## src/design/irq_prio_pkg.sv

```systemverilog
package irq_prio_pkg;
   // vector space and widths
   localparam int NUM_VEC = 16;
   localparam int VEC_W   = 4;
   localparam int ADDR_W  = 8;
   localparam int PC_W    = 16;
   localparam int DATA_W  = 32;

   // lines that are non-maskable; fixed per device, never configurable
   localparam logic [NUM_VEC-1:0] NMI_LINES = 16'h0001;

   // vector placement: vector n sits at VEC_BASE + n * VEC_STRIDE
   localparam logic [PC_W-1:0] VEC_BASE   = 16'h0002;
   localparam logic [PC_W-1:0] VEC_STRIDE = 16'h0002;
   // compact table addresses
   localparam logic [PC_W-1:0] CVT_NMI_ADDR = 16'h0001;
   localparam logic [PC_W-1:0] CVT_L1_ADDR  = 16'h0002;
   localparam logic [PC_W-1:0] CVT_L0_ADDR  = 16'h0003;

   // register byte offsets
   localparam logic [ADDR_W-1:0] OFF_CTRL  = 8'h00;
   localparam logic [ADDR_W-1:0] OFF_PRIO  = 8'h04;
   localparam logic [ADDR_W-1:0] OFF_L1VEC = 8'h08;
   localparam logic [ADDR_W-1:0] OFF_STATE = 8'h0C;
   localparam logic [ADDR_W-1:0] OFF_EVT   = 8'h10;
   localparam logic [ADDR_W-1:0] OFF_MASK  = 8'h14;
   localparam logic [ADDR_W-1:0] OFF_PEND  = 8'h18;

   // field positions
   localparam int CTRL_RR_BIT  = 0;
   localparam int CTRL_CVT_BIT = 1;
   localparam int L1_EN_BIT    = 7;

   // reset values
   localparam logic [VEC_W-1:0] PRIO_RST  = 4'h0;
   localparam logic [VEC_W-1:0] L1VEC_RST = 4'h0;

   // bus responses
   localparam logic [1:0] RESP_OKAY   = 2'h0;
   localparam logic [1:0] RESP_SLVERR = 2'h2;

   // level codes; the state register and the event bits share this layout
   typedef enum logic [2:0] {
      LVL_NORMAL = 3'b001,
      LVL_HIGH   = 3'b010,
      LVL_NMI    = 3'b100
   } level_e;
   localparam logic [2:0] LVL_NONE = 3'h0;
endpackage

```

## src/design/rot_arbiter.sv

```systemverilog
`timescale 1ns/1ps
// picks one request; low_ptr zero gives plain lowest-number-first order,
// otherwise low_ptr ranks last and low_ptr+1 ranks first, wrapping
module rot_arbiter (
   input  wire logic [irq_prio_pkg::NUM_VEC-1:0] req,
   input  wire logic [irq_prio_pkg::VEC_W-1:0]   low_ptr,
   output logic                                  found,
   output logic [irq_prio_pkg::VEC_W-1:0]        win
);
   import irq_prio_pkg::*;

   // scan from lowest rank up so the highest-ranked request is kept last
   always_comb begin
      logic [VEC_W-1:0] start;
      logic [VEC_W-1:0] idx;
      start = '0;
      idx   = '0;
      found = 1'b0;
      win   = '0;
      start = (low_ptr == '0) ? '0 : low_ptr + 4'h1;
      for (int k = NUM_VEC - 1; k >= 0; k--) begin
         idx = start + k[VEC_W-1:0];
         if (req[idx]) begin
            found = 1'b1;
            win   = idx;
         end
      end
   end
endmodule

```

## src/design/cpu_irq_controller.sv

```systemverilog
// Chosen here: the register offsets and the AXI4-Lite slave port.
`timescale 1ns/1ps
module cpu_irq_controller (
   input  wire logic                               core_clk,
   input  wire logic                               resetn,
   input  wire logic [irq_prio_pkg::ADDR_W-1:0]    s_axi_awaddr,
   input  wire logic                               s_axi_awvalid,
   output logic                                    s_axi_awready,
   input  wire logic [irq_prio_pkg::DATA_W-1:0]    s_axi_wdata,
   input  wire logic [3:0]                         s_axi_wstrb,
   input  wire logic                               s_axi_wvalid,
   output logic                                    s_axi_wready,
   output logic [1:0]                              s_axi_bresp,
   output logic                                    s_axi_bvalid,
   input  wire logic                               s_axi_bready,
   input  wire logic [irq_prio_pkg::ADDR_W-1:0]    s_axi_araddr,
   input  wire logic                               s_axi_arvalid,
   output logic                                    s_axi_arready,
   output logic [irq_prio_pkg::DATA_W-1:0]         s_axi_rdata,
   output logic [1:0]                              s_axi_rresp,
   output logic                                    s_axi_rvalid,
   input  wire logic                               s_axi_rready,
   input  wire logic [irq_prio_pkg::NUM_VEC-1:0]   irq_req,
   input  wire logic                               global_ie,
   input  wire logic                               instr_retire,
   input  wire logic                               return_from_handler_instr,
   input  wire logic                               debug_halt,
   output logic                                    pc_load,
   output logic [irq_prio_pkg::PC_W-1:0]           pc_addr,
   output logic [irq_prio_pkg::VEC_W-1:0]          ack_vec,
   output logic [2:0]                              ack_level,
   output logic [2:0]                              level_state,
   output logic                                    irq_out
);
   import irq_prio_pkg::*;

   logic               wr_rdy_reg, bvalid_reg, rd_rdy_reg, rvalid_reg;
   logic [1:0]         bresp_reg, rresp_reg;
   logic [DATA_W-1:0]  rdata_reg;
   logic               rr_enable_reg, compact_table_enable_reg;
   logic [VEC_W-1:0]   normal_priority_pointer_reg, l1_vec_reg;
   logic               l1_en_reg;
   logic [2:0]         state_reg, evt_reg, mask_reg;
   logic               block_reg, pc_load_reg, irq_out_reg;
   logic [PC_W-1:0]    pc_addr_reg;
   logic [VEC_W-1:0]   ack_vec_reg;
   logic [2:0]         ack_level_reg;

   // bus decode; write address and data are taken together in one beat
   wire wr_go  = wr_rdy_reg & s_axi_awvalid & s_axi_wvalid;
   wire rd_go  = rd_rdy_reg & s_axi_arvalid;
   wire wr_lo  = wr_go & s_axi_wstrb[0];
   wire wr_ok  = (s_axi_awaddr <= OFF_PEND) & (s_axi_awaddr[1:0] == 2'h0);
   wire rd_ok  = (s_axi_araddr <= OFF_PEND) & (s_axi_araddr[1:0] == 2'h0);
   wire wr_ctl = wr_lo & (s_axi_awaddr == OFF_CTRL);
   wire wr_pri = wr_lo & (s_axi_awaddr == OFF_PRIO);
   wire wr_l1  = wr_lo & (s_axi_awaddr == OFF_L1VEC);
   wire wr_evt = wr_lo & (s_axi_awaddr == OFF_EVT);
   wire wr_msk = wr_lo & (s_axi_awaddr == OFF_MASK);

   // request conditioning: sources gate their own enables, and a line
   // counts only while it is held high, so a dropped line simply vanishes
   wire [NUM_VEC-1:0] req_live = irq_req;
   wire [NUM_VEC-1:0] l1_mask  = l1_en_reg ?
                                 (16'h0001 << l1_vec_reg) : '0;
   wire [NUM_VEC-1:0] nmi_req  = req_live & NMI_LINES;
   wire [NUM_VEC-1:0] l0_req   = req_live & ~NMI_LINES & ~l1_mask;
   wire               l1_hit   = |(req_live & l1_mask & ~NMI_LINES);

   logic             nmi_found, l0_found;
   logic [VEC_W-1:0] nmi_win, l0_win;

   // nmi order is static, lowest number first
   rot_arbiter u_nmi_arb (
      .req     (nmi_req),
      .low_ptr (PRIO_RST),
      .found   (nmi_found),
      .win     (nmi_win)
   );

   // normal order follows the pointer, zero meaning plain static order
   rot_arbiter u_l0_arb (
      .req     (l0_req),
      .low_ptr (normal_priority_pointer_reg),
      .found   (l0_found),
      .win     (l0_win)
   );

   // service decision; halt freezes everything but the bus
   wire active   = ~debug_halt;
   wire can_take = active & ~block_reg &
                   ~return_from_handler_instr;
   wire in_nmi   = state_reg[2];
   wire take_nmi = can_take & nmi_found & ~in_nmi;
   wire take_l1  = can_take & ~take_nmi & ~in_nmi & global_ie &
                   l1_hit & ~state_reg[1];
   wire take_l0  = can_take & ~take_nmi & ~take_l1 & ~in_nmi &
                   global_ie & l0_found &
                   ~state_reg[1] & ~state_reg[0];
   wire ack_fire = take_nmi | take_l1 | take_l0;

   wire [VEC_W-1:0] sel_vec = take_nmi ? nmi_win :
                              take_l1  ? l1_vec_reg : l0_win;
   wire [2:0] sel_level = take_nmi ? LVL_NMI :
                          take_l1  ? LVL_HIGH :
                          take_l0  ? LVL_NORMAL : LVL_NONE;

   // vector address; the compact table folds each level onto one slot
   wire [PC_W-1:0] full_addr = VEC_BASE +
                               {12'h000, sel_vec} * VEC_STRIDE;
   wire [PC_W-1:0] cvt_addr  = take_nmi ? CVT_NMI_ADDR :
                               take_l1  ? CVT_L1_ADDR : CVT_L0_ADDR;
   wire [PC_W-1:0] sel_addr  = compact_table_enable_reg ?
                               cvt_addr : full_addr;

   // return drops the innermost level only; nothing goes to the stack
   wire [2:0] return_from_handler_instr_clr = state_reg[2] ? LVL_NMI :
                         state_reg[1] ? LVL_HIGH :
                         state_reg[0] ? LVL_NORMAL : LVL_NONE;
   wire       return_from_handler_instr_act = active & return_from_handler_instr;
   wire [2:0] state_next = ack_fire ? (state_reg | sel_level) :
                           return_from_handler_instr_act ? (state_reg & ~return_from_handler_instr_clr) :
                           state_reg;

   // guard against back-to-back service with no instruction between
   wire block_next = (ack_fire | return_from_handler_instr_act) ? 1'b1 :
                     (active & instr_retire) ? 1'b0 : block_reg;

   // hardware pointer update wins over a software write in the same cycle
   wire [VEC_W-1:0] ptr_next =
      (take_l0 & rr_enable_reg) ? l0_win :
      wr_pri ? s_axi_wdata[VEC_W-1:0] :
      normal_priority_pointer_reg;

   // event bits: a fresh ack beats a write-one-to-clear in the same cycle
   wire [2:0] evt_clr  = wr_evt ? s_axi_wdata[2:0] : LVL_NONE;
   wire [2:0] evt_next = (evt_reg & ~evt_clr) | sel_level;
   wire [2:0] mask_next = wr_msk ? s_axi_wdata[2:0] : mask_reg;

   // read mux, unused bits read zero
   logic [DATA_W-1:0] rd_mux;
   always_comb begin
      case (s_axi_araddr)
         OFF_CTRL:  rd_mux = {30'h0, compact_table_enable_reg,
                              rr_enable_reg};
         OFF_PRIO:  rd_mux = {28'h0, normal_priority_pointer_reg};
         OFF_L1VEC: rd_mux = {24'h0, l1_en_reg, 3'h0, l1_vec_reg};
         OFF_STATE: rd_mux = {29'h0, state_reg};
         OFF_EVT:   rd_mux = {29'h0, evt_reg};
         OFF_MASK:  rd_mux = {29'h0, mask_reg};
         OFF_PEND:  rd_mux = {16'h0, req_live};
         default:   rd_mux = 32'h0000_0000;
      endcase
   end

   // bus handshakes: write ready is a one-cycle pulse once both valids stand, read ready once arvalid stands
   always_ff @(posedge core_clk) begin
      if (!resetn) begin
         wr_rdy_reg <= 1'b0;
         bvalid_reg <= 1'b0;
         bresp_reg  <= RESP_OKAY;
         rd_rdy_reg <= 1'b0;
         rvalid_reg <= 1'b0;
         rresp_reg  <= RESP_OKAY;
         rdata_reg  <= '0;
      end else begin
         wr_rdy_reg <= ~wr_rdy_reg & ~bvalid_reg &
                       s_axi_awvalid & s_axi_wvalid;
         bvalid_reg <= wr_go | (bvalid_reg & ~s_axi_bready);
         if (wr_go) bresp_reg <= wr_ok ? RESP_OKAY : RESP_SLVERR;
         rd_rdy_reg <= ~rd_rdy_reg & ~rvalid_reg & s_axi_arvalid;
         rvalid_reg <= rd_go | (rvalid_reg & ~s_axi_rready);
         if (rd_go) begin
            rdata_reg <= rd_mux;
            rresp_reg <= rd_ok ? RESP_OKAY : RESP_SLVERR;
         end
      end
   end

   // configuration registers
   always_ff @(posedge core_clk) begin
      if (!resetn) begin
         rr_enable_reg            <= 1'b0;
         compact_table_enable_reg <= 1'b0;
         l1_vec_reg               <= L1VEC_RST;
         l1_en_reg                <= 1'b0;
         mask_reg                 <= LVL_NONE;
      end else begin
         if (wr_ctl) begin
            rr_enable_reg            <= s_axi_wdata[CTRL_RR_BIT];
            compact_table_enable_reg <= s_axi_wdata[CTRL_CVT_BIT];
         end
         if (wr_l1) begin
            l1_vec_reg <= s_axi_wdata[VEC_W-1:0];
            l1_en_reg  <= s_axi_wdata[L1_EN_BIT];
         end
         mask_reg <= mask_next;
      end
   end

   // controller state, all on the core clock
   always_ff @(posedge core_clk) begin
      if (!resetn) begin
         state_reg                   <= LVL_NONE;
         block_reg                   <= 1'b1;
         normal_priority_pointer_reg <= PRIO_RST;
         evt_reg                     <= LVL_NONE;
         irq_out_reg                 <= 1'b0;
      end else begin
         state_reg                   <= state_next;
         block_reg                   <= block_next;
         normal_priority_pointer_reg <= ptr_next;
         evt_reg                     <= evt_next;
         irq_out_reg                 <= |(evt_next & mask_next);
      end
   end

   // core redirect; pc_load is a one-cycle pulse with its address
   always_ff @(posedge core_clk) begin
      if (!resetn) begin
         pc_load_reg   <= 1'b0;
         pc_addr_reg   <= '0;
         ack_vec_reg   <= '0;
         ack_level_reg <= LVL_NONE;
      end else begin
         pc_load_reg <= ack_fire;
         if (ack_fire) begin
            pc_addr_reg   <= sel_addr;
            ack_vec_reg   <= sel_vec;
            ack_level_reg <= sel_level;
         end
      end
   end

   assign s_axi_awready = wr_rdy_reg;
   assign s_axi_wready  = wr_rdy_reg;
   assign s_axi_bvalid  = bvalid_reg;
   assign s_axi_bresp   = bresp_reg;
   assign s_axi_arready = rd_rdy_reg;
   assign s_axi_rvalid  = rvalid_reg;
   assign s_axi_rresp   = rresp_reg;
   assign s_axi_rdata   = rdata_reg;
   assign pc_load       = pc_load_reg;
   assign pc_addr       = pc_addr_reg;
   assign ack_vec       = ack_vec_reg;
   assign ack_level     = ack_level_reg;
   assign level_state   = state_reg;
   assign irq_out       = irq_out_reg;
endmodule

```

## config.mk

```make
export PLATFORM = sky130hd
export DESIGN_NAME = cpu_irq_controller
export DESIGN_NICKNAME = d
export VERILOG_FILES = /design/src/design/irq_prio_pkg.sv /design/src/design/rot_arbiter.sv /design/src/design/cpu_irq_controller.sv
export SDC_FILE = /design/constraint.sdc
export NUM_CORES = 1
export LEC_CHECK = 0
export BUFFER_PORTS_ARGS = -buffer_cell sky130_fd_sc_hd__buf_4
export CORE_MARGIN = 5
export CORE_UTILIZATION = 55
export CTS_CLUSTER_SIZE = 20
export DETAILED_ROUTE_END_ITERATION = 7
export PLACE_DENSITY = 0.83
export SLEW_MARGIN = 30
export SYNTH_ARGS = -nofsm -noshare
export SYNTH_HDL_FRONTEND = slang
export SYNTH_SLANG_ARGS = --single-unit
```

## constraint.sdc

```tcl
create_clock -name core_clk -period 7.04 [get_ports core_clk]
set_clock_uncertainty 0.2 [all_clocks]
set_input_delay 0.704 -clock core_clk [delete_from_list [all_inputs] [get_ports core_clk]]
set_output_delay 0.704 -clock core_clk [all_outputs]
set_load 0.05 [all_outputs]
```

; ---- Yosys cells after proc, flatten, opt, wreduce, memory -nomap -nowiden
; Cells that the tools add are included.
[classes]
muxes = 87
magnitude_cmp = 18
bitwise = 66
n_reduce_logical = 10
shift = 1
addsub = 17
eq_ne = 10
[op_table]
columns = op, count
row1 = 16-bit case mux with 7 select lines, 1
row2 = 4-bit 2-to-1 mux, 21
row3 = "4-bit by 5-bit < comparator with 1-bit output, second input constant", 16
row4 = 1-bit binary-select mux with 4-bit select, 16
row5 = "8-bit by 5-bit == test with 1-bit output, second input constant", 5
row6 = 1-bit AND, 36
row7 = 1-bit 2-to-1 mux, 36
row8 = "4-bit adder, second input constant", 8
row9 = 16-bit AND, 2
row10 = "8-bit by 4-bit == test with 1-bit output, second input constant", 3
row11 = 3-bit 2-to-1 mux, 6
row12 = "4-bit by 3-bit adder with 4-bit output, second input constant", 4
row13 = "8-bit by 3-bit == test with 1-bit output, second input constant", 2
row14 = "8-bit by 5-bit less-or-equal comparator with 1-bit output, second input constant", 2
row15 = 8-bit zero test, 2
row16 = 16-bit 2-to-1 mux, 1
row17 = 16-bit inverter, 1
row18 = "1-bit by 4-bit << shifter with 16-bit output, first input constant", 1
row19 = 1-bit inverter, 15
row20 = 15-bit OR reduction, 1
row21 = 2-bit 2-to-1 mux, 5
row22 = 3-bit AND, 3
row23 = "4-bit by 1-bit adder with 4-bit output, second input constant", 2
row24 = "4-bit by 2-bit adder with 4-bit output, second input constant", 2
row25 = other kinds (10), 18
[word_totals]
in_bits = 79
register_bits = 86

; ---- Logic depth before layout (Yosys ltp)
[depth]
depth_word = 31
ltp_mapped = 22

; ---- Hierarchy
; Synthesis repeated with hierarchy kept, for this count alone.
[unflattened]
hier_cells = 924
area_unflattened_um2 = 7903.8
[by_module_without_submodules]
columns = mod, cells_per_inst, instances, area_per_inst_um2, seq_area_each_um2
row1 = cpu_irq_controller, 387, 1, 3358.2, 1161.1
row2 = rot_arbiter (u_l0_arb), 297, 1, 2543.7, 0.0
row3 = rot_arbiter (u_nmi_arb), 240, 1, 2001.9, 0.0

; ---- Worst setup path before layout
; OpenSTA, ideal clock, no wires.
[synth_timing]
path_kind = register to register
startpoint = register normal_priority_pointer_reg[0]
endpoint = register pc_addr_reg[4] (netlist: pc_addr[4])
t_required_ns = 6.721
setup_slack_ns = 2.017
stages_incl_launch_ff = 18
n_path_buf = 2
setup_time_ns = 0.119
synth_period_minus_slack_ns = 5.023
arrival_ns = 4.705
cell_sequence = dfxtp_1 buf_2 inv_1 ha_1 nand2b_1 a21oi_2 clkbuf_1 ha_1 o21ai_0 xnor2_1 mux4_2 a2111o_1 or4_4 o41a_4 o21ai_4 nor3_2 a221oi_2 nand2_1
[synth_via]
elab_chain_len = 25
word_cells_on_any_way = 90
cone_classes = add/sub (17) / mux (68) / bitwise (4) / reduce/logical (1)
[synth_rtl]
columns = element, line_no
row1 = from (decl), cpu_irq_controller.sv:41  ; logic [VEC_W-1:0] normal_priority_pointer_reg, l1_vec_reg;
row2 = from (signal assigned), cpu_irq_controller.sv:212  ; normal_priority_pointer_reg <= ptr_next;
row3 = 4-bit by 1-bit adder with 4-bit output or 4-bit zero test (tied branches), rot_arbiter.sv:20  ; start = (low_ptr == '0) ? '0 : low_ptr + 4'h1;
row4 = 4-bit 2-to-1 mux (*), rot_arbiter.sv:20
row5 = 4-bit adder, rot_arbiter.sv:22  ; idx = start + k[VEC_W-1:0];
row6 = 1-bit binary-select mux with 4-bit select, rot_arbiter.sv:23  ; if (req[idx]) begin
row7 = 1-bit 2-to-1 mux (not written as such), rot_arbiter.sv:23
row8 = 4-bit 2-to-1 mux or 1-bit 2-to-1 mux (tied branches) (16 in series), rot_arbiter.sv:23
row9 = 4-bit 2-to-1 mux or 1-bit AND (tied branches), "cpu_irq_controller.sv:103, cpu_irq_controller.sv:98"
row10 = 4-bit 2-to-1 mux or 1-bit AND (tied branches), "cpu_irq_controller.sv:102, cpu_irq_controller.sv:98"
row11 = 2-bit by 5-bit adder with 6-bit output or 1-bit AND (tied branches), "cpu_irq_controller.sv:109, cpu_irq_controller.sv:99"
row12 = 6-bit 2-to-1 mux or 1-bit bitwise OR (tied branches), "cpu_irq_controller.sv:113, cpu_irq_controller.sv:100"
row13 = to (signal assigned), cpu_irq_controller.sv:228  ; pc_addr_reg <= sel_addr;
row14 = to (decl), cpu_irq_controller.sv:45  ; logic [PC_W-1:0] pc_addr_reg;
; Every way passes the cells marked *; elsewhere a longest branch is shown, timed or not. The select of a mux whose other input is x is not followed.
; A chain may end at the register's enable or synchronous reset.

; ---- Worst setup path in the final report
; Ends and elaborated chain as after synthesis.

==> out/metrics.yaml <==
outcome:
  outcome: "finished, final reports clean"
placed_design:
  place.gp.congestion: 1.03
  dp_cells: 909
  dpl_worst_slack_ns: 1.07
  io_buffer_count: 89
  hpwl_um: 14500
worst_setup_path:
  arrival_ns: 6.10
  crit_type: "flop to flop"
  critPathMaxFanout: 19
  start_kind: "flop"
  cpPeakStageDelay_ns: 0.74
  crit_family: "compound AO/OA/AOI/OAI gates"
  reg2reg_from: "normal_priority_pointer_reg[0]"
  cp.required_ns: 7.07
  cp-end-kind: "flop"
  critical_path.cell_chain: "inv_1, ha_1, nand2b_1, a21oi_2, inv_2, ha_1, a31oi_1, xnor2_1, mux4_2, or3_1, or4_4, o41a_4, o21ai_4, nor3_2, a221oi_2, nand2_1"
  critical_path.startpoint: "normal_priority_pointer_reg[0]"
  crit_top_cell: "ha_1"
  crit_path_top_delay_cell: "a21oi_2"
  cp_num_buf_inv: 2
timing:
  fin_crit_ns: 6.06
  slew_viol_final: 0
  tightest_slew_ns: 0.931
  fmax_mhz: 165
  fin_crit_sh: 0.861
  setup_viol: 0
  rsz0062_at_grt: "no"
  hold_violations: 0
  setup_tns_ns: 0
  setup_ws_ns: 0.976
  timing.slew.headroom: 0.379
detailed_routing:
  ant_nets: 0
  wl_um: 18700
  drtPass1Iterations: 5
  dr.first_iter.drc_count: 571
  routedWlPerCell_um: 20.2
  vias_per_cell: 6.47
  remaining_drc_errors: 0
  vias: 5985
cells_and_area:
  nets: 873
  fin_util: 0.648
  area_delta_synth_final_pct: 15.8
  drive_gt1_frac: 0.227
  layout.cells.non_filler: 925
  fillerInstances: 840
  largest_reg_flops: 16
  antenna_cells: 0
global_routing:
  grt_start_max_net_pins: 44
  overflow: 0
  grt_pass1_vias: 5811
  grt_pass1_wl_um: 29700
  grt_use_total: 0.290
  antenna_found_initial: 0
floorplan:
  coreArea_um2: 10200
  fp.dieArea_um2: 12500
  initial_core_util: 0.559
  die-width_um: 112
  row_count: 37
  top_level_ports: 148
  die_y_um: 112
synthesis:
  synth-edff-count: 0
  ys_async_sr_fraction: 0
  seq_area_frac_synth: 0.203
  synth.avg_cell_area_um2: 8.14
  ys_ff_latch: 58
  synth.distinct_cells: 86
  yosysWarnings: 0
  syn_area_um2: 5720
  ys_dominant_reg_cell: "dfxtp_1"
  netlist_instances: 703
pwr:
  power.total_w: 0.000870
  p_leak_nw: 2.63
  p_per_area_nw_per_um2: 131
  peakVddDrop_uv: 150
clocking:
  cts.sinks: 58
  clockBufferDepth: 2
  clk_latency_ns: 0.35
  root_buffer: "clkbuf_8"
  cts_tree: "yes"
  clk_pin_slew_ns: 0.07
  cts.repair.resized: 0
  htree_levels: 3
  holdBufCountCts: 0
  cts_inserted_buffers: 9
  cts_setup_buffers: 0
flow_run:
  maxCapViolCount: 0
hold_path:
  min_path_type: "flop to flop"
  min-delay-start: "pc_addr[3]"
[layout make-up]
class / count / area [um^2] / share of cell area
multi-input combinational: 593 / 4220 / 0.636
sequential: 58 / 1160 / 0.175
timing repair buffer: 105 / 788 / 0.119
tap: 136 / 170 / 0.0257
clock buffer: 10 / 138 / 0.0208
clock inverter: 6 / 88.8 / 0.0134
inverter: 17 / 63.8 / 0.00963
[cells in the final DEF, fill, tap and decap left out, types with 10 or more instances in the layout]
master / count
buf_4: 105
nor2_1: 68
nand2_1: 61
dfxtp_1: 58
o21ai_0: 48
mux2i_1: 38
a21oi_1: 36
conb_1: 28
mux4_2: 19
nand3_1: 18
nor3_1: 17
a22oi_1: 17
o21a_1: 17
a211oi_1: 14
xnor2_1: 12
inv_1: 11
nand3b_1: 10
o22ai_1: 10
a22o_1: 10
ha_1: 10
clkbuf_8: 10
[stage by stage]
stage | instance area [um^2] | hold slack (ns)
2_1_floorplan | 5820 | 0.263
3_3_place_gp | 6400 | 0.237
3_5_place_dp | 6400 | 0.247
4_1_cts | 6630 | 0.263
5_1_grt | 6630 | 0.291
6_report | 6630 | 0.256
[routing by layer]
layer	wire [um]	share of wire	GRT usage
met5	0	0	0
met4	1030	0.055	0.152
met3	1770	0.095	0.0500
met2	8760	0.47	0.482
met1	7160	0.38	0.361
[worst register-to-register path, stage by stage, from the launching register on]
cell and delay [ns]:
dfxtp_1 0.44, inv_1 0.25, ha_1 0.22, nand2b_1 0.07, a21oi_2 0.74, inv_2 0.41, ha_1 0.37, a31oi_1 0.32
xnor2_1 0.31, mux4_2 0.71, or3_1 0.36, or4_4 0.46, o41a_4 0.42, o21ai_4 0.21, nor3_2 0.09, a221oi_2 0.30
nand2_1 0.08
[cells in the mapped netlist (8+ instances only)]
cell	count	area (um^2)
a22oi_1	17	128
nor3_1	17	85.1
buf_4	30	225
o22ai_1	10	62.6
inv_1	11	41.3
a22o_1	10	87.6
xnor2_1	12	105
a21oi_1	36	180
nand3b_1	10	75.1
mux4_2	19	428
mux2_2	9	101
or2_2	8	50.1
nand2b_1	9	56.3
a211oi_1	14	105
clkbuf_1	19	71.3
mux2i_1	38	380
o21a_1	17	128
nor2_1	69	259
o21ai_0	48	240
dfxtp_1	58	1160
nand3_1	18	90.1
a211o_1	8	70.1
ha_1	10	125
nand2_1	61	229
[cell families (layout without fill, tap and decap cells)]
kind of cell,after synthesis,in the layout,share of synthesized area
XOR/XNOR,16,16,0.0350
adder cells (fa/ha/maj),10,10,0.0219
AND/OR/NAND/NOR,245,245,0.215
AO/OA/AOI/OAI,227,227,0.283
multiplexers,67,67,0.164
buffers and inverters,79,138,0.0783
other,1,28,0.000655
flip-flops,58,58,0.203
[where the power goes]
group / total (W) / internal (W) / switching, W
combinational: 0.000186 / 0.0000653 / 0.000121
clock: 0.000351 / 0.000209 / 0.000142
sequential: 0.000333 / 0.000331 / 0.00000192
[path summary, 6_finish.rpt]
check	endpoint	slack (ns)	cells past startpoint
setup / recovery	pc_addr[4]	0.98	16
hold / removal	pc_addr[3]	0.26	2
setup reg to reg	pc_addr[4]	0.98	16
hold reg to reg	pc_addr[3]	0.26	2
No activity file was read; power rests on OpenSTA's default activity.
